File: config.mk
export PLATFORM = sky130hd
export DESIGN_NAME = led_blink_pattern_sequencer
export DESIGN_NICKNAME = d
export VERILOG_FILES = /design/src/verilog/led_seq_pkg.sv /design/src/verilog/led_blink_pattern_sequencer.sv
export VERILOG_INCLUDE_DIRS = /design/src /design/src/verilog
export SDC_FILE = /design/constraint.sdc
export NUM_CORES = 1
export LEC_CHECK = 0
export BUFFER_PORTS_ARGS = -buffer_cell sky130_fd_sc_hd__buf_4
export CAP_MARGIN = 30
export CORE_UTILIZATION = 43
export CTS_CLUSTER_DIAMETER = 120
export DETAILED_ROUTE_END_ITERATION = 12
export PLACE_DENSITY = 0.67
export SLEW_MARGIN = 20
export SYNTH_ARGS = -nofsm -noshare
export SYNTH_HDL_FRONTEND = slang
export SYNTH_SLANG_ARGS = --single-unit
File: constraint.sdc
create_clock -name clk -period 7.75 [get_ports clk]
set_input_delay 0.3875 -clock clk [delete_from_list [all_inputs] [get_ports clk]]
set_output_delay 0.3875 -clock clk [all_outputs]
set_load 0.05 [all_outputs]
File: src/verilog/led_seq_consts.svh
`ifndef LED_SEQ_CONSTS_SVH
`define LED_SEQ_CONSTS_SVH

// clock and time base
`define CLK_NS 8
`define US_NS 1000

// times in microseconds
`define T_PWM_US 3333
`define T_ON_UNIT_US 106600
`define T_OFF_UNIT_US 320000
`define T_INIT_US 1700000
`define T_PLAY_US 2000000
`define T_IDLE_US 200
`define T_PROG_US 50
`define T_ARM_US 200

// ramp table
`define STEP_FIRST 5'h00
`define STEP_LAST 5'h1f
`define STEP_FULL 5'h08

// register offsets
`define A_RAMP1 3'h0
`define A_FIRST_BLINK_PULSE 3'h1
`define A_RAMP2 3'h2
`define A_SECOND_BLINK_PULSE 3'h3
`define A_CONTROL 3'h4
`define A_STATUS 3'h5

// reset values and field layout
`define R_RAMP1 8'h55
`define R_FIRST_BLINK_PULSE 8'h55
`define R_RAMP2 8'h55
`define R_SECOND_BLINK_PULSE 8'h00
`define R_CONTROL 8'h00
`define CTL_WMASK 8'hc7
`define CTL_FOLLOW 0
`define CTL_PLAY 1
`define CTL_SLOW 2
`define CTL_RANGE_HI 7
`define CTL_RANGE_LO 6

`endif

File: src/verilog/led_seq_pkg.sv
package led_seq_pkg;

    typedef enum logic [5:0] {
        ST_IDLE = 6'h01,
        ST_INIT = 6'h02,
        ST_PROG = 6'h04,
        ST_FOLLOW = 6'h08,
        ST_ARM = 6'h10,
        ST_PAT = 6'h20
    } run_state_t;

    typedef enum logic [3:0] {
        PH_RISE = 4'h1,
        PH_ON = 4'h2,
        PH_FALL = 4'h4,
        PH_OFF = 4'h8
    } phase_t;

    typedef struct packed {
        run_state_t state;
        phase_t phase;
        logic on_second;
        logic oneshot;
        logic sync1;
        logic sync2;
        logic ctrl_d;
        logic [15:0] us_div;
        logic [11:0] pwm_us;
        logic [3:0] rep;
        logic [4:0] step;
        logic [23:0] phase_us;
        logic [21:0] high_us;
        logic [21:0] low_us;
        logic [7:0] first_ramp_rate_reg;
        logic [7:0] first_blink_pulse;
        logic [7:0] second_ramp_rate_reg;
        logic [7:0] second_blink_pulse;
        logic [7:0] control_reg;
        logic [7:0] rdata;
        logic led;
        logic full;
    } seq_state_t;

endpackage

File: src/verilog/led_blink_pattern_sequencer.sv
// Chosen here: the address map and the plain strobed port.
`timescale 1ns/10ps
`include "led_seq_consts.svh"

module led_blink_pattern_sequencer #(
    parameter int unsigned US_CYCLES = (`US_NS + `CLK_NS - 1) / `CLK_NS,
    parameter int unsigned PWM_US = `T_PWM_US,
    parameter int unsigned ON_UNIT_US = `T_ON_UNIT_US,
    parameter int unsigned OFF_UNIT_US = `T_OFF_UNIT_US,
    parameter int unsigned INIT_US = `T_INIT_US,
    parameter int unsigned PLAY_US = `T_PLAY_US,
    parameter int unsigned IDLE_US = `T_IDLE_US,
    parameter int unsigned PROG_US = `T_PROG_US,
    parameter int unsigned ARM_US = `T_ARM_US
) (
    // clock and reset
    input wire logic clk,
    input wire logic rst,
    // register port
    input wire logic [2:0] addr,
    input wire logic [7:0] wdata,
    input wire logic wr,
    input wire logic rd,
    output logic [7:0] rdata,
    // control pin
    input wire logic ctrl_in,
    // led driver
    output logic led_drive_output,
    output logic led_full_scale,
    output logic [1:0] current_range_bits
);
    import led_seq_pkg::*;

    localparam logic [15:0] US_LAST = 16'(US_CYCLES - 1);
    localparam logic [11:0] PWM_LAST = 12'(PWM_US - 1);
    localparam logic [23:0] ON_UNIT = 24'(ON_UNIT_US);
    localparam logic [23:0] OFF_UNIT = 24'(OFF_UNIT_US);
    localparam logic [21:0] L_INIT = 22'(INIT_US);
    localparam logic [21:0] L_PLAY = 22'(PLAY_US);
    localparam logic [21:0] L_IDLE = 22'(IDLE_US);
    localparam logic [21:0] L_PROG = 22'(PROG_US);
    localparam logic [21:0] L_ARM = 22'(ARM_US);
    localparam logic [21:0] L_SAT = 22'h3fffff;

    localparam seq_state_t RST_VAL = '{
        state: ST_IDLE,
        phase: PH_RISE,
        on_second: 1'b0,
        oneshot: 1'b0,
        sync1: 1'b0,
        sync2: 1'b0,
        ctrl_d: 1'b0,
        us_div: 16'h0000,
        pwm_us: 12'h000,
        rep: 4'h0,
        step: `STEP_FIRST,
        phase_us: 24'h000000,
        high_us: 22'h000000,
        low_us: 22'h000000,
        first_ramp_rate_reg: `R_RAMP1,
        first_blink_pulse: `R_FIRST_BLINK_PULSE,
        second_ramp_rate_reg: `R_RAMP2,
        second_blink_pulse: `R_SECOND_BLINK_PULSE,
        control_reg: `R_CONTROL,
        rdata: 8'h00,
        led: 1'b0,
        full: 1'b0
    };

    // on-time of one pwm period per brightness step, in microseconds
    function automatic logic [11:0] step_on(input logic [4:0] s);
        logic [11:0] r;
        r = 12'h000;
        case (s)
            5'h00: r = 12'h000;
            5'h01: r = 12'h00d;
            5'h02: r = 12'h041;
            5'h03: r = 12'h09c;
            5'h04: r = 12'h12b;
            5'h05: r = 12'h1e2;
            5'h06: r = 12'h2cc;
            5'h07: r = 12'h3f8;
            5'h08: r = 12'h0a9;
            5'h09: r = 12'h0dd;
            5'h0a: r = 12'h111;
            5'h0b: r = 12'h153;
            5'h0c: r = 12'h1a1;
            5'h0d: r = 12'h1ef;
            5'h0e: r = 12'h24a;
            5'h0f: r = 12'h2a5;
            5'h10: r = 12'h30d;
            5'h11: r = 12'h375;
            5'h12: r = 12'h3eb;
            5'h13: r = 12'h46d;
            5'h14: r = 12'h4fc;
            5'h15: r = 12'h58b;
            5'h16: r = 12'h61b;
            5'h17: r = 12'h6c4;
            5'h18: r = 12'h76d;
            5'h19: r = 12'h816;
            5'h1a: r = 12'h8da;
            5'h1b: r = 12'h99d;
            5'h1c: r = 12'ha6d;
            5'h1d: r = 12'hb3e;
            5'h1e: r = 12'hc1b;
            default: r = 12'hd05;
        endcase
        return r;
    endfunction

    // hold length in microseconds; fits 24 bits for 15 counts, slow, 320 ms unit
    function automatic logic [23:0] hold_limit(input logic [3:0] cnt, input logic slow,
                                               input logic [23:0] unit);
        logic [23:0] m;
        m = unit * {20'h00000, cnt};
        return slow ? {m[22:0], 1'b0} : m;
    endfunction

    function automatic seq_state_t start_pulse(input seq_state_t s, input logic second);
        seq_state_t t;
        t = s;
        t.state = ST_PAT;
        t.phase = PH_RISE;
        t.on_second = second;
        t.step = `STEP_FIRST;
        t.rep = 4'h0;
        t.pwm_us = 12'h000;
        t.phase_us = 24'h000000;
        return t;
    endfunction

    seq_state_t s_r;
    seq_state_t s_nxt;
    logic tick;
    logic wrap;
    logic ctrl;
    logic rise_e;
    logic fall_e;
    logic [1:0] mode;
    logic [7:0] ramp_sel;
    logic [7:0] pulse_sel;
    logic [3:0] up_n;
    logic [3:0] dn_n;
    logic [23:0] on_lim;
    logic [23:0] off_lim;
    logic second_on;
    logic led_n;
    logic full_n;

    always_comb begin
        s_nxt = s_r;
        // pin passes two flops before any logic reads it
        s_nxt.sync1 = ctrl_in;
        s_nxt.sync2 = s_r.sync1;
        s_nxt.ctrl_d = s_r.sync2;
        ctrl = s_r.sync2;
        rise_e = ctrl & ~s_r.ctrl_d;
        fall_e = ~ctrl & s_r.ctrl_d;
        mode = {s_r.control_reg[`CTL_PLAY], s_r.control_reg[`CTL_FOLLOW]};
        ramp_sel = s_r.on_second ? s_r.second_ramp_rate_reg : s_r.first_ramp_rate_reg;
        pulse_sel = s_r.on_second ? s_r.second_blink_pulse : s_r.first_blink_pulse;
        up_n = ramp_sel[7:4];
        dn_n = ramp_sel[3:0];
        on_lim = hold_limit(pulse_sel[7:4], s_r.control_reg[`CTL_SLOW], ON_UNIT);
        off_lim = hold_limit(pulse_sel[3:0], s_r.control_reg[`CTL_SLOW], OFF_UNIT);
        second_on = (s_r.second_blink_pulse != 8'h00);

        // one microsecond enable; all timing counts this tick
        tick = (s_r.us_div == US_LAST);
        wrap = tick && (s_r.pwm_us == PWM_LAST);
        s_nxt.us_div = tick ? 16'h0000 : s_r.us_div + 16'h0001;
        if (tick) begin
            s_nxt.pwm_us = wrap ? 12'h000 : s_r.pwm_us + 12'h001;
            s_nxt.phase_us = s_r.phase_us + 24'h000001;
        end
        if (ctrl) begin
            s_nxt.low_us = 22'h000000;
            if (tick && s_r.high_us != L_SAT) begin
                s_nxt.high_us = s_r.high_us + 22'h000001;
            end
        end else begin
            s_nxt.high_us = 22'h000000;
            if (tick && s_r.low_us != L_SAT) begin
                s_nxt.low_us = s_r.low_us + 22'h000001;
            end
        end

        // register writes; reserved control bits stay zero
        if (wr) begin
            case (addr)
                `A_RAMP1: s_nxt.first_ramp_rate_reg = wdata;
                `A_FIRST_BLINK_PULSE: s_nxt.first_blink_pulse = wdata;
                `A_RAMP2: s_nxt.second_ramp_rate_reg = wdata;
                `A_SECOND_BLINK_PULSE: s_nxt.second_blink_pulse = wdata;
                `A_CONTROL: s_nxt.control_reg = wdata & `CTL_WMASK;
                default: ;
            endcase
        end
        s_nxt.rdata = 8'h00;
        if (rd) begin
            case (addr)
                `A_RAMP1: s_nxt.rdata = s_r.first_ramp_rate_reg;
                `A_FIRST_BLINK_PULSE: s_nxt.rdata = s_r.first_blink_pulse;
                `A_RAMP2: s_nxt.rdata = s_r.second_ramp_rate_reg;
                `A_SECOND_BLINK_PULSE: s_nxt.rdata = s_r.second_blink_pulse;
                `A_CONTROL: s_nxt.rdata = s_r.control_reg;
                `A_STATUS: s_nxt.rdata = {s_r.led, s_r.on_second, s_r.state};
                default: s_nxt.rdata = 8'h00;
            endcase
        end

        case (s_r.state)
            ST_IDLE: begin
                s_nxt.pwm_us = 12'h000;
                s_nxt.phase_us = 24'h000000;
                s_nxt.step = `STEP_FIRST;
                s_nxt.rep = 4'h0;
                s_nxt.oneshot = 1'b0;
                s_nxt.on_second = 1'b0;
                if (rise_e) begin
                    case (mode)
                        2'b00: s_nxt.state = ST_INIT;
                        2'b01: s_nxt.state = ST_FOLLOW;
                        2'b10: s_nxt = start_pulse(s_nxt, 1'b0);
                        default: s_nxt.state = ST_ARM;
                    endcase
                end
            end
            ST_INIT: begin
                if (ctrl && s_r.high_us >= L_PLAY) begin
                    s_nxt = start_pulse(s_nxt, 1'b0);
                end else if (fall_e && s_r.high_us < L_PROG) begin
                    s_nxt.state = ST_PROG;
                end else if (!ctrl && s_r.low_us >= L_IDLE) begin
                    s_nxt.state = ST_IDLE;
                end
            end
            ST_PROG: begin
                // serial programming is handled elsewhere; here the LED is only held off
                if (!ctrl && s_r.low_us >= L_IDLE) begin
                    s_nxt.state = ST_IDLE;
                end
            end
            ST_FOLLOW: begin
                if (!ctrl && s_r.low_us >= L_IDLE) begin
                    s_nxt.state = ST_IDLE;
                end
            end
            ST_ARM: begin
                if (!ctrl) begin
                    s_nxt.state = ST_IDLE;
                end else if (s_r.high_us >= L_ARM) begin
                    s_nxt = start_pulse(s_nxt, 1'b0);
                    s_nxt.oneshot = 1'b1;
                end
            end
            ST_PAT: begin
                case (s_r.phase)
                    PH_RISE: begin
                        if (up_n == 4'h0) begin
                            s_nxt.phase = PH_ON;
                            s_nxt.step = `STEP_LAST;
                            s_nxt.phase_us = 24'h000000;
                        end else if (wrap) begin
                            if (s_r.rep == up_n - 4'h1) begin
                                s_nxt.rep = 4'h0;
                                s_nxt.step = s_r.step + 5'h01;
                                // 31 steps reach full; the last level is the on hold itself
                                if (s_r.step == `STEP_LAST - 5'h01) begin
                                    s_nxt.phase = PH_ON;
                                    s_nxt.phase_us = 24'h000000;
                                end
                            end else begin
                                s_nxt.rep = s_r.rep + 4'h1;
                            end
                        end
                    end
                    PH_ON: begin
                        if (s_r.phase_us >= on_lim) begin
                            s_nxt.phase = PH_FALL;
                            s_nxt.rep = 4'h0;
                            s_nxt.pwm_us = 12'h000;
                        end
                    end
                    PH_FALL: begin
                        if (dn_n == 4'h0) begin
                            s_nxt.phase = PH_OFF;
                            s_nxt.step = `STEP_FIRST;
                            s_nxt.phase_us = 24'h000000;
                        end else if (wrap) begin
                            if (s_r.rep == dn_n - 4'h1) begin
                                s_nxt.rep = 4'h0;
                                s_nxt.step = s_r.step - 5'h01;
                                if (s_r.step == `STEP_FIRST + 5'h01) begin
                                    s_nxt.phase = PH_OFF;
                                    s_nxt.phase_us = 24'h000000;
                                end
                            end else begin
                                s_nxt.rep = s_r.rep + 4'h1;
                            end
                        end
                    end
                    default: begin
                        if (s_r.phase_us >= off_lim) begin
                            if (s_r.oneshot) begin
                                // input is looked at only once the pulse has fully ended
                                if (ctrl) begin
                                    s_nxt = start_pulse(s_nxt, 1'b0);
                                end else begin
                                    s_nxt.state = ST_IDLE;
                                end
                            end else if (!s_r.on_second && second_on) begin
                                s_nxt = start_pulse(s_nxt, 1'b1);
                            end else begin
                                s_nxt = start_pulse(s_nxt, 1'b0);
                            end
                        end
                    end
                endcase
                if (!s_r.oneshot && !ctrl && s_r.low_us >= L_IDLE) begin
                    s_nxt.state = ST_IDLE;
                end
            end
            default: s_nxt.state = ST_IDLE;
        endcase

        led_n = 1'b0;
        full_n = 1'b0;
        case (s_r.state)
            ST_INIT: begin
                led_n = ctrl && (s_r.high_us < L_INIT);
                full_n = 1'b1;
            end
            ST_FOLLOW: begin
                led_n = ctrl;
                full_n = 1'b1;
            end
            ST_PAT: begin
                case (s_r.phase)
                    PH_RISE, PH_FALL: begin
                        led_n = (s_r.pwm_us < step_on(s_r.step));
                        full_n = (s_r.step >= `STEP_FULL);
                    end
                    PH_ON: begin
                        led_n = 1'b1;
                        full_n = 1'b1;
                    end
                    default: begin
                        led_n = 1'b0;
                        full_n = 1'b0;
                    end
                endcase
                // outside one-shot, low input blanks the LED at once, the idle return waits out glitches
                if (!s_r.oneshot && !ctrl) begin
                    led_n = 1'b0;
                end
            end
            default: begin
                led_n = 1'b0;
                full_n = 1'b0;
            end
        endcase
        s_nxt.led = led_n;
        s_nxt.full = full_n;
    end

    always_ff @(posedge clk or posedge rst) begin
        if (rst) begin
            s_r <= RST_VAL;
        end else begin
            s_r <= s_nxt;
        end
    end

    assign rdata = s_r.rdata;
    assign led_drive_output = s_r.led;
    assign led_full_scale = s_r.full;
    assign current_range_bits = s_r.control_reg[`CTL_RANGE_HI:`CTL_RANGE_LO];

endmodule

# == After elaboration in Yosys (flattened, before gate mapping) ==
# Memory sizes are Yosys's and may differ from the RTL's.
# Cells that the tools add are included.
# word_totals
rom_bits,384
in_bits,16
output_inout_bits,12
register_bits,170
n_memories,1
# memory_table
memory,words,width,rd,rd_clocked_by_memory_dff,wr,line_no,text
(no name shown),32,12,1,0,0,led_blink_pattern_sequencer.sv:74,case (s)
# op_classes
n_reduce_logical,30
order_cmp,9
add_sub_neg,10
n_mul,2
bitwise_logic,5
n_mux,73
n_eq_ne,51
# ops
op,n
$mux W170,4
$mux W164,4
$pmux W164 S4,1
$mux W160,1
$mux W29,4
$mux W24,4
$mux W94,1
$pmux W29 S3,1
$mux W22,3
$mux W33,2
$mux W8,8
$mux W4,13
$mux W12,4
$pmux W8 S6,1
$add A22 B1 Y22 const B,2
$ge A22 B8 Y1 const B,2
$mux W44,1
$ne A22 B22 Y1 const B,2
$mux W6,7
$mux W40,1
$mux W16,2
$pmux W6 S5,1
$ne A3 B3 Y1 const B,9
$add A24 B1 Y24 const B,1
other kinds (65),101

# == Logic depth before layout (Yosys ltp) ==
# Gate-level depths: netlist of run 1.
# depth
ltp_word,10
mapped_depth,27

# == Worst setup path after synthesis of run 1 ==
# OpenSTA, ideal clock, no wires.
# synth_path
path_kind,register to register
start,register s_r[159] in the netlist's numbering
end,register s_r[119] in the netlist's numbering
synth_period_minus_slack_ps,5423
path_buffers,3
stages_incl_launch_ff,25
slack_ps,2327
arrival_time_ps,5297
setup_time_ps,126
cell_sequence,dfrtp_1 -> buf_6 -> buf_6 -> buf_1 -> mux2i_1 -> fa_1 -> inv_1 -> ha_1 -> ha_1 -> a21o_1 -> a21oi_1 -> o21bai_1 -> a21oi_1 -> xnor2_1 -> nor2_1 -> a21oi_1 -> ha_1 -> and4_1 -> nand3_1 -> nor4_1 -> nand4b_1 -> nand2_1 -> a31o_1 -> or3_4 -> a221o_1
# synth_via
elab_chain_len,6
# synth_lines
element,line_no,text
from (decl),led_blink_pattern_sequencer.sv:132,seq_state_t s_r;
from (signal assigned),led_blink_pattern_sequencer.sv:371,s_r <= s_nxt;
$mux W8,led_blink_pattern_sequencer.sv:161,pulse_sel = s_r.on_second ? s_r.second_blink_pulse : s_r.first_blink_pulse;
$mul A10 B4 Y14,led_blink_pattern_sequencer.sv:115,"m = unit * {20'h00000, cnt};"
$mux W24,led_blink_pattern_sequencer.sv:116,"return slow ? {m[22:0], 1'b0} : m;"
$ge A24 B24 Y1,led_blink_pattern_sequencer.sv:304,if (s_r.phase_us >= off_lim) begin
$ne A4 B2 Y1 (no source line),-,
$reduce_and A11 Y1 (no source line),-,
# Parallel ways exist; a longest one is shown, timed or not.
# A chain may end at the register's enable or synchronous reset.

==> results of run 1 <==
-- power by group through the flow --
stage	logic [W]	registers (W)	clock network [W]
finish	0.00114	0.00104	0.000860
global route	0.00128	0.00105	0.000919
CTS	0.00113	0.00104	0.000877
detailed placement	0.00113	0.00106	0
global placement	0.00110	0.00106	0
floorplan	0.000926	0.00101	0
-- flip-flops by register name (all words and copies together) (netlist names) --
| name | cells |
|---|---|
| mode | 2 |
| s_r | 152 |
| led_drive_output | 1 |
| rdata | 8 |
| led_full_scale | 1 |
| current_range_bits | 2 |
| ctrl | 1 |
-- per-stage QoR --
| step | total power (W) | area, um2 | setup slack, ns | hold WS [ns] |
|---|---|---|---|---|
| floorplan | 0.00194 | 12100 | 2.33 | 0.331 |
| global placement | 0.00216 | 12500 | 2.07 | 0.341 |
| detailed placement | 0.00218 | 12500 | 1.84 | 0.339 |
| global route | 0.00325 | 13200 | 1.31 | 0.0557 |
| CTS | 0.00305 | 13100 | 1.83 | 0.0575 |
| finish | 0.00304 | 13200 | 1.86 | 0.0630 |
-- metal layers --
layer	share of wire, %	up-vias	global-route usage (%)
li1	-	4700	-
met1	49	4671	29.1
met2	45	240	31.3
met3	3.8	42	2.29
met4	2.2	0	6.70
met5	0	-	0
-- how the worst max path moves through the flow --
stage | startpoint | endpoint | slack [ns] | cells after the start
after detailed placement | s_r[159] | s_r[102] | 1.84 | 22
final | s_r[159] | s_r[102] | 1.86 | 22
after global routing | s_r[159] | s_r[112] | 1.31 | 23
after floorplan | s_r[159] | s_r[119] | 2.33 | 24
after global placement | s_r[159] | s_r[106] | 2.07 | 22
after CTS | s_r[159] | s_r[102] | 1.83 | 22
-- kinds of logic after synthesis --
family	share of synthesized area, %
AO/OA/AOI/OAI	13.0
XOR/XNOR	7.60
adder cells (fa/ha/maj)	10.4
buffers and inverters	4.15
flip-flops	34.7
multiplexers	7.89
AND/OR/NAND/NOR	22.2
-- layout make-up --
type                            instances  area (um2)  area share (%)
Timing Repair Buffer                   40         358            2.71
Inverter                               52         200            1.51
Multi-Input combinational cell       1027        7390            55.9
Clock inverter                         15         176            1.33
Tap cell                              378         473            3.58
Clock buffer                           17         425            3.22
Sequential cell                       167        4200            31.7
-- cells in the final DEF (no fill, tap or decap), drive strengths merged, types with 22 or more instances in the layout --
cell     n
dfrtp  153
nor2   127
nand2  103
ha      94
nand3   67
o21ai   61
inv     57
xnor2   55
xor2    50
mux2    49
a21oi   43
buf     39
and2    36
mux2i   31
nor3    25
nand4   22
-- what timing repair did --
action,CTS,global route
hold buffers,0,1
endpoints found under the hold margin,0,28
setup endpoints to repair,0,0
==> impl_metrics.env, run 1 <==
export IMPL_p_int_w=0.00183
export IMPL_utilization_pct=47.7
export IMPL_final_layout_size_suffix_gt1_share_pct=12.1
export IMPL_path_cells="buf_4 > mux2i_1 > fa_1 > inv_1 > ha_1 > ha_1 > a21o_1 > a21oi_1 > o21bai_1 > a21oi_1 > xnor2_1 > nor2_1 > a21oi_1 > ha_1 > and4_1 > nand3_1 > nor4_1 > nand4b_1 > a31oi_1 > o31ai_1 > and2_1 > nor2_1"
export IMPL_p_seq_share_pct=34.3
export IMPL_holdPathEnd="s_r[157]"
export IMPL_yosysWarningCount=0
export IMPL_root_buffer="clkbuf_16"
export IMPL_worstSetupStartpointType="flip-flop"
export IMPL_switching_share_pct=39.7
export IMPL_synth_edf_count=0
export IMPL_crit_required_ns=8.02
export IMPL_switching_power_w=0.00121
export IMPL_synth_nets=1425
export IMPL_synth_avg_cell_area_um2=9.22
export IMPL_synth_main_ff_cell="dfrtp_1"
export IMPL_rr_worst_depth=22
export IMPL_p_leak_nw=5.77
export IMPL_core_um2=27700
export IMPL_crit_arrival_ns=6.16
export IMPL_grt_pass1_vias=9132
export IMPL_cts_buffer_depth=2
export IMPL_cts_resized=0
export IMPL_r2r_end="s_r[102]"
export IMPL_syn_inst=1311
export IMPL_layout_nets=1419
export IMPL_final_antenna_net_count=0
export IMPL_wl_per_cell_um=16.5
export IMPL_first_pass_iters=6
export IMPL_tightest_slew_ns=0.921
export IMPL_fin_crit_sh_pct=75.9
export IMPL_stdcell_count=1696
export IMPL_drt_initial_drc_count=690
export IMPL_r2r_slack_ns=1.86
export IMPL_vias=9653
export IMPL_worst_path_buf_inv=2
export IMPL_numCtsBuffers=17
export IMPL_pwr_density_cell_nw_per_um2=230
export IMPL_fmax_mhz=170
export IMPL_fp_dieH_um=170
export IMPL_crit_fanout=25
export IMPL_finalClockSkew_ns=0.0287
export IMPL_max_stage_delay_ns=0.72
export IMPL_crit_path_end_kind="flip-flop"
export IMPL_boundaryPins=28
export IMPL_maxSlewViolCount=0
export IMPL_fp_dieW_um=170
export IMPL_routed_wl_um=28000
export IMPL_place_gp_congestion=0.913
export IMPL_ys_seq_elements=167
export IMPL_postCtsSetupRepairBufs=0
export IMPL_dp_hpwl_um=20200
export IMPL_r2r_start="s_r[159]"
export IMPL_yosysTopAreaCell="dfrtp_1"
export IMPL_start_util_pct=43.6
export IMPL_grtUsageTotal_pct=20.2
export IMPL_antenna_found_initial=0
export IMPL_min_period_ns=5.89
export IMPL_path_class="reg -> reg"
export IMPL_synth_top_cell_area_share_pct=31.7
export IMPL_avgViaCountPerCell=5.69
export IMPL_cap_violations=0
export IMPL_combPwrFrac_pct=37.5
export IMPL_min_path_cells=1
export IMPL_ir_worst_vdd_uv=156
export IMPL_p_clk_share_pct=28.2
export IMPL_dp_cells=1659
export IMPL_cts_tree="built"
export IMPL_grt_ovfl_total=0
export IMPL_ys_async_sr_fraction_pct=100
export IMPL_ys_seq_area_share_pct=34.7
export IMPL_crit_slowest_cell="and2_1"
export IMPL_synth_common_cells="153 x dfrtp_1, 127 x nor2_1, 102 x nand2_1"
export IMPL_io_buffers=27
export IMPL_clk_latency_ns=0.45
export IMPL_row_count=61
export IMPL_area_delta_synth_final_pct=9.35
export IMPL_rsz0062_at_grt="false"
export IMPL_setup_viol_count_final=0
export IMPL_slew_headroom_pct=38.5
export IMPL_fin_setup_tns_ns=0
export IMPL_synth_area_um2=12100
export IMPL_synth_most_common_cell="dfrtp_1"
export IMPL_drc=0
export IMPL_synth_area_top_cells="dfrtp_1 32%, ha_1 9.7%, mux2_2 4.5%, xnor2_1 4.0%, nor2_1 3.9%"
export IMPL_hold_viol_final=0
export IMPL_holdCritStartpoint="ctrl_in"
export IMPL_fillerInstances=2527
export IMPL_die_area_um2=28800
export IMPL_antenna_cells=0
export IMPL_grt_pass1_wl_um=47100
export IMPL_synth_cell_types=96
export IMPL_clk_pin_slew_ns=0.07
export IMPL_grt_max_degree=96
export IMPL_status="finished clean"
export IMPL_crit_family="simple AND/OR/NAND/NOR gates"
export IMPL_htree_levels=4
export IMPL_cts_sinks=167
export IMPL_hold_class="in -> reg"
Power figures use the tool's default switching activity.
==> run 2, diff against run 1 <==
--- a/config.mk
+++ b/config.mk
@@ -6,12 +6,13 @@
 export SDC_FILE = /design/constraint.sdc
 export NUM_CORES = 1
 export LEC_CHECK = 0
+export ABC_AREA = 1
 export BUFFER_PORTS_ARGS = -buffer_cell sky130_fd_sc_hd__buf_4
 export CAP_MARGIN = 30
 export CORE_UTILIZATION = 43
 export CTS_CLUSTER_DIAMETER = 120
 export DETAILED_ROUTE_END_ITERATION = 12
-export PLACE_DENSITY = 0.67
+export PLACE_DENSITY = 0.7
 export SLEW_MARGIN = 20
 export SYNTH_ARGS = -nofsm -noshare
 export SYNTH_HDL_FRONTEND = slang
==> constraint.sdc (replaced) <==
create_clock -name clk -period 5.4 [get_ports clk]
set_input_delay 0.27 -clock clk [delete_from_list [all_inputs] [get_ports clk]]
set_output_delay 0.27 -clock clk [all_outputs]
set_load 0.05 [all_outputs]
==> impl_metrics.env, run 2 <==
export IMPL_core_um2=28700
export IMPL_grt_max_degree=73
export IMPL_crit_fanout=12
export IMPL_ir_worst_vdd_uv=255
export IMPL_fin_setup_tns_ns=0
export IMPL_yosysWarningCount=0
export IMPL_final_antenna_net_count=0
export IMPL_r2r_slack_ns=0.50
export IMPL_wl_per_cell_um=15.0
export IMPL_setup_viol_count_final=0
export IMPL_path_class="reg -> reg"
export IMPL_htree_levels=4
export IMPL_synth_common_cells="363 x nand2_1, 242 x inv_1, 153 x dfrtp_1"
export IMPL_vias=11480
export IMPL_cts_buffer_depth=2
export IMPL_layout_nets=1850
export IMPL_start_util_pct=43.8
export IMPL_worstSetupStartpointType="flip-flop"
export IMPL_die_area_um2=29900
export IMPL_hold_viol_final=0
export IMPL_largest_register_ffs=152
export IMPL_row_count=62
export IMPL_grt_ovfl_total=0
export IMPL_drc=0
export IMPL_final_layout_size_suffix_gt1_share_pct=9.43
export IMPL_ys_async_sr_fraction_pct=100
export IMPL_place_gp_congestion=0.985
export IMPL_final_cell_mix="362 x nand2_1, 239 x inv_1, 153 x dfrtp_1, 145 x nor2_1, 129 x o21ai_0"
export IMPL_clk_pin_slew_ns=0.07
export IMPL_utilization_pct=47.9
export IMPL_r2r_start="s_r[159]"
export IMPL_first_pass_iters=6
export IMPL_ys_seq_area_share_pct=33.4
export IMPL_postCtsSetupRepairBufs=0
export IMPL_ys_seq_elements=167
export IMPL_regMostFlops="s_r"
export IMPL_holdCritStartpoint="wdata[5]"
export IMPL_hold_class="in -> reg"
export IMPL_antenna_found_initial=0
export IMPL_holdPathEnd="s_r[23]"
export IMPL_synth_top_cell_area_share_pct=30.5
export IMPL_synth_cell_types=67
export IMPL_grtUsageTotal_pct=21.9
export IMPL_fp_dieH_um=173
export IMPL_crit_path_end_kind="flip-flop"
export IMPL_dp_hpwl_um=24200
export IMPL_synth_main_ff_cell="dfrtp_1"
export IMPL_cap_violations=0
export IMPL_multi_input_area_um2=7190
export IMPL_min_period_ns=4.90
export IMPL_cts_sinks=167
export IMPL_ff_latch_area_um2=4200
export IMPL_synth_avg_cell_area_um2=7.32
export IMPL_rr_worst_depth=28
export IMPL_fillerInstances=2820
export IMPL_finalClockSkew_ns=0.0106
export IMPL_pwr_density_cell_nw_per_um2=304
export IMPL_r2r_end="s_r[138]"
export IMPL_numCtsBuffers=17
export IMPL_root_buffer="clkbuf_16"
export IMPL_cts_tree="built"
export IMPL_synth_area_top_cells="dfrtp_1 30%, nand2_1 11%, ha_1 9.4%, inv_1 7.2%, o21ai_0 5.2%"
export IMPL_cpMostUsedCell="nand2_1"
export IMPL_drt_initial_drc_count=1081
export IMPL_yosysTopAreaCell="dfrtp_1"
export IMPL_io_buffers=27
export IMPL_max_stage_delay_ns=0.55
export IMPL_synth_nets=1832
export IMPL_whs_ns=0.179
export IMPL_fp_dieW_um=173
export IMPL_fmax_mhz=204
export IMPL_crit_slowest_cell="fa_1"
export IMPL_rsz0062_at_grt="false"
export IMPL_clk_latency_ns=0.44
export IMPL_routed_wl_um=32000
export IMPL_layout_commonest_cell="nand2_1"
export IMPL_tightest_slew_ns=0.838
export IMPL_status="finished clean"
export IMPL_crit_arrival_ns=5.26
export IMPL_grt_pass1_vias=11148
export IMPL_synth_most_common_cell="nand2_1"
export IMPL_grt_pass1_wl_um=53900
export IMPL_p_leak_nw=6.37
export IMPL_boundaryPins=28
export IMPL_maxSlewViolCount=0
export IMPL_area_delta_synth_final_pct=9.34
export IMPL_syn_inst=1718
export IMPL_min_path_cells=3
export IMPL_slew_headroom_pct=44.1
export IMPL_fin_crit_sh_pct=90.8
export IMPL_synth_edf_count=0
export IMPL_crit_required_ns=5.76
export IMPL_synth_area_um2=12600
export IMPL_antenna_cells=0
export IMPL_avgViaCountPerCell=5.38
==> run 2: changes by cell type after synthesis, moves of 26 or more <==
| cell | before | now |
|---|---|---|
| a21oi_1 | 42 | 73 |
| and2_1 | 35 | 1 |
| inv_1 | 51 | 242 |
| mux2_2 | 48 | 0 |
| mux2i_1 | 29 | 3 |
| nand2_1 | 102 | 363 |
| nand3_1 | 67 | 111 |
| nand4_1 | 22 | 53 |
| nor2_2 | 0 | 29 |
| o21ai_0 | 58 | 130 |
| xnor2_1 | 55 | 6 |
==> run 2: worst max path at each step <==
stage | from | to | slack, ns | cells past startpoint
6_report | s_r[159] | s_r[138] | 0.50 | 28
5_1_grt | s_r[159] | s_r[138] | 0.09 | 28
3_3_place_gp | s_r[159] | s_r[113] | 0.43 | 28
4_1_cts | s_r[159] | s_r[135] | 0.23 | 28
2_1_floorplan | s_r[159] | s_r[132] | 0.61 | 31
3_5_place_dp | s_r[159] | s_r[135] | 0.28 | 28
==> run 2: area by class of cell <==
| class | count | area share [%] |
|---|---|---|
| sequential | 167 | 30.5 |
| inverter | 257 | 7.06 |
| clock buffer | 17 | 3.10 |
| clock inverter | 15 | 1.18 |
| tap | 384 | 3.50 |
| multi-input combinational | 1253 | 52.3 |
| timing repair buffer | 40 | 2.31 |
==> run 2: layer usage <==
| layer | part of all wire [%] | wire [um] | vias to the layer above | global-route usage (%) |
|---|---|---|---|---|
| met5 | 0 | 0 | - | 0 |
| met4 | 1.9 | 623 | 0 | 6.75 |
| met3 | 4.8 | 1540 | 47 | 2.99 |
| met2 | 47 | 15100 | 344 | 36.2 |
| met1 | 46 | 14700 | 5344 | 29.6 |
| li1 | - | - | 5745 | - |
==> run 2: cell families (layout without fill, tap and decap cells) <==
| logic type | Yosys count | after routing | synth area share (%) |
|---|---|---|---|
| fa+ha+maj | 98 | 98 | 9.99 |
| flops | 167 | 167 | 33.4 |
| xor+xnor | 58 | 58 | 4.04 |
| buf+inv | 299 | 329 | 9.58 |
| simple gates | 799 | 799 | 29.1 |
| mux | 3 | 3 | 0.239 |
| compound gates | 294 | 295 | 13.7 |
==> run 2: worst max-delay path, delay by kind of cell, from the launching register on <==
kind	cells	cell delay, ns
AO/OA/AOI/OAI	5	0.77
flip-flops	1	0.37
XOR/XNOR	1	0.19
AND/OR/NAND/NOR	12	1.26
buffers and inverters	6	0.61
adder cells (fa/ha/maj)	4	1.60
==> run 2: power by group <==
part / switching [W] / leakage, nW / total, W / internal (W)
logic: 0.00102 / 3.87 / 0.00150 / 0.000481
registers: 0.000108 / 2.22 / 0.00146 / 0.00135
clock network: 0.000564 / 0.279 / 0.00122 / 0.000654
==> run 2: per-stage QoR <==
| step | setup slack [ns] | instances | cell area (um2) | power (W) |
|---|---|---|---|---|
| floorplan | 0.615 | 1718 | 12600 | 0.00258 |
| detailed placement | 0.278 | 2097 | 13100 | 0.00291 |
| finish | 0.499 | 2133 | 13700 | 0.00417 |
| CTS | 0.232 | 2131 | 13700 | 0.00414 |
| global route | 0.0880 | 2133 | 13700 | 0.00444 |
| global placement | 0.426 | 2097 | 13100 | 0.00288 |
==> run 2: what timing repair did <==
action | 4_1_cts | 5_1_grt
endpoints found under the setup margin | 0 | 40
hold buffers | 2 | 0
gates resized for setup | 0 | 6
endpoints found under the hold margin | 30 | 0
==> run 3, diff against run 2 <==
--- a/config.mk
+++ b/config.mk
@@ -12,7 +12,7 @@
 export CORE_UTILIZATION = 43
 export CTS_CLUSTER_DIAMETER = 120
 export DETAILED_ROUTE_END_ITERATION = 12
-export PLACE_DENSITY = 0.7
+export PLACE_DENSITY = 0.63
 export SLEW_MARGIN = 20
 export SYNTH_ARGS = -nofsm -noshare
 export SYNTH_HDL_FRONTEND = slang
==> impl_metrics.env, run 3 (same netlist as run 2, synthesis figures left out) <==
export IMPL_status="finished clean"
export IMPL_drt_initial_drc_count=810
export IMPL_p_seq_share_pct=34.5
export IMPL_stdcell_count=2134
export IMPL_core_um2=28700
export IMPL_wl_met3_um=1580
export IMPL_place_gp_congestion=0.921
export IMPL_highest_layer="met4"
export IMPL_finalClockSkew_ns=0.0207
export IMPL_final_layout_size_suffix_gt1_share_pct=9.43
export IMPL_grt_ovfl_total=0
export IMPL_min_period_ns=4.92
export IMPL_first_pass_iters=6
export IMPL_grt_pass1_vias=10832
export IMPL_clk_latency_ns=0.44
export IMPL_crit_fanout=21
export IMPL_crit_required_ns=5.76
export IMPL_dp_hpwl_um=24800
export IMPL_regMostFlops="s_r"
export IMPL_root_buffer="clkbuf_16"
export IMPL_ir_worst_vdd_uv=191
export IMPL_switching_power_w=0.00171
export IMPL_wl_per_cell_um=15.3
export IMPL_htree_levels=4
export IMPL_drc=0
export IMPL_p_clk_share_pct=29.5
export IMPL_r2r_end="s_r[117]"
export IMPL_largest_register_ffs=152
export IMPL_worstSetupStartpointType="flip-flop"
export IMPL_maxSlewViolCount=0
export IMPL_clk_pin_slew_ns=0.08
export IMPL_io_buffers=27
export IMPL_fp_dieH_um=173
export IMPL_m1WireLength_um=15300
export IMPL_final_cell_mix="361 x nand2_1, 241 x inv_1, 152 x dfrtp_1, 146 x nor2_1, 129 x o21ai_0"
export IMPL_tightest_slew_ns=0.782
export IMPL_grt_max_degree=64
export IMPL_area_delta_synth_final_pct=9.61
export IMPL_max_stage_delay_ns=0.56
export IMPL_cts_tree="built"
export IMPL_cpMostUsedCell="nand2_1"
export IMPL_numCtsBuffers=17
export IMPL_r2r_start="s_r[159]"
export IMPL_vias=11442
export IMPL_grtUsageTotal_pct=22.3
export IMPL_hold_class="in -> reg"
export IMPL_multi_input_area_um2=7170
export IMPL_fillerInstances=2888
export IMPL_r2r_slack_ns=0.48
export IMPL_layout_nets=1851
export IMPL_cts_buffer_depth=2
export IMPL_layout_commonest_cell="nand2_1"
export IMPL_crit_start="s_r[159]"
export IMPL_start_util_pct=43.8
export IMPL_hold_viol_final=0
export IMPL_p_leak_nw=6.39
export IMPL_p_int_w=0.00250
export IMPL_rr_worst_depth=29
export IMPL_cts_sinks=167
export IMPL_ff_latch_area_um2=4200
export IMPL_cap_violations=0
export IMPL_fmax_mhz=203
export IMPL_routed_wl_um=32700
export IMPL_crit_path_end_kind="flip-flop"
export IMPL_grt_pass1_wl_um=54600
export IMPL_fp_dieW_um=173
export IMPL_setup_viol_count_final=0
export IMPL_endpoint="s_r[117]"
export IMPL_fin_crit_sh_pct=91.1
export IMPL_combPwrFrac_pct=36.1
export IMPL_rsz0062_at_grt="false"
export IMPL_slew_headroom_pct=47.3
export IMPL_dp_cells=2099
export IMPL_final_antenna_net_count=0
export IMPL_die_area_um2=29900
export IMPL_fin_setup_tns_ns=0
export IMPL_path_class="reg -> reg"
export IMPL_boundaryPins=28
export IMPL_dr_wl_met2_um=15300
export IMPL_antenna_found_initial=0
export IMPL_pwr_density_cell_nw_per_um2=306
export IMPL_antenna_cells=0
export IMPL_switching_share_pct=40.6
export IMPL_crit_slowest_cell="fa_1"
export IMPL_avgViaCountPerCell=5.36
export IMPL_row_count=62
export IMPL_crit_arrival_ns=5.28
run 3: how the worst min path moves through the flow:
| stage | from | to | depth (start not counted) |
|---|---|---|---|
| 2_1_floorplan | ctrl_in | s_r[157] | 0 |
| 3_3_place_gp | s_r[157] | ctrl | 0 |
| 3_5_place_dp | s_r[157] | ctrl | 0 |
| 4_1_cts | wdata[5] | s_r[47] | 3 |
| 5_1_grt | wdata[5] | s_r[39] | 3 |
| 6_report | wdata[5] | s_r[47] | 3 |
run 3: what timing repair did:
action / in CTS / in global routing
endpoints found under the hold margin: 63 / 0
setup buffers: 0 / 0
setup endpoints to repair: 0 / 37
hold buffers: 2 / 0
gates resized for setup: 0 / 4
run 3: metrics by stage:
stage / util [%] / cell area [um2] / hold slack [ns] / power (W) / setup slack (ns)
floorplan: - / 12600 / 0.301 / 0.00258 / 0.615
global placement: 45.6 / 13100 / 0.338 / 0.00292 / 0.417
detailed placement: 45.7 / 13100 / 0.349 / 0.00294 / 0.308
CTS: 47.9 / 13700 / 0.137 / 0.00419 / 0.270
global route: 48.0 / 13800 / 0.145 / 0.00450 / 0.0453
finish: 48.0 / 13800 / 0.147 / 0.00421 / 0.482
run 3: layout make-up:
class | count | share of cell area (%)
clock buffers | 18 | 3.19
flip-flops and latches | 167 | 30.5
well taps | 384 | 3.49
inverters | 257 | 7.04
repair buffers | 42 | 2.62
clock inverters | 14 | 1.13
multi-input cells | 1252 | 52.1
run 3: power by group through the flow:
stage	Clock, W	Combinational [W]	Sequential (W)
final	0.00124	0.00152	0.00145
after global routing	0.00131	0.00172	0.00146
after CTS	0.00127	0.00148	0.00145
after detailed placement	0	0.00147	0.00147
after global placement	0	0.00145	0.00147
after floorplan	0	0.00114	0.00144
run 3: worst max-delay path, delay by kind of cell (launching register included):
| kind | cells | cell delay, ns |
|---|---|---|
| AOI/OAI and AO/OA | 6 | 0.86 |
| xor gates and xnor gates | 1 | 0.21 |
| adders and majority gates | 4 | 1.59 |
| buffers and inverters | 7 | 0.70 |
| and+or+nand+nor | 11 | 1.02 |
| DFF | 1 | 0.45 |
run 3: layer usage:
metal	global-route usage, %	up-vias
li1	-	5750
met3	3.85	37
met4	5.64	0
met5	0	-
met1	30.2	5368
met2	36.9	287
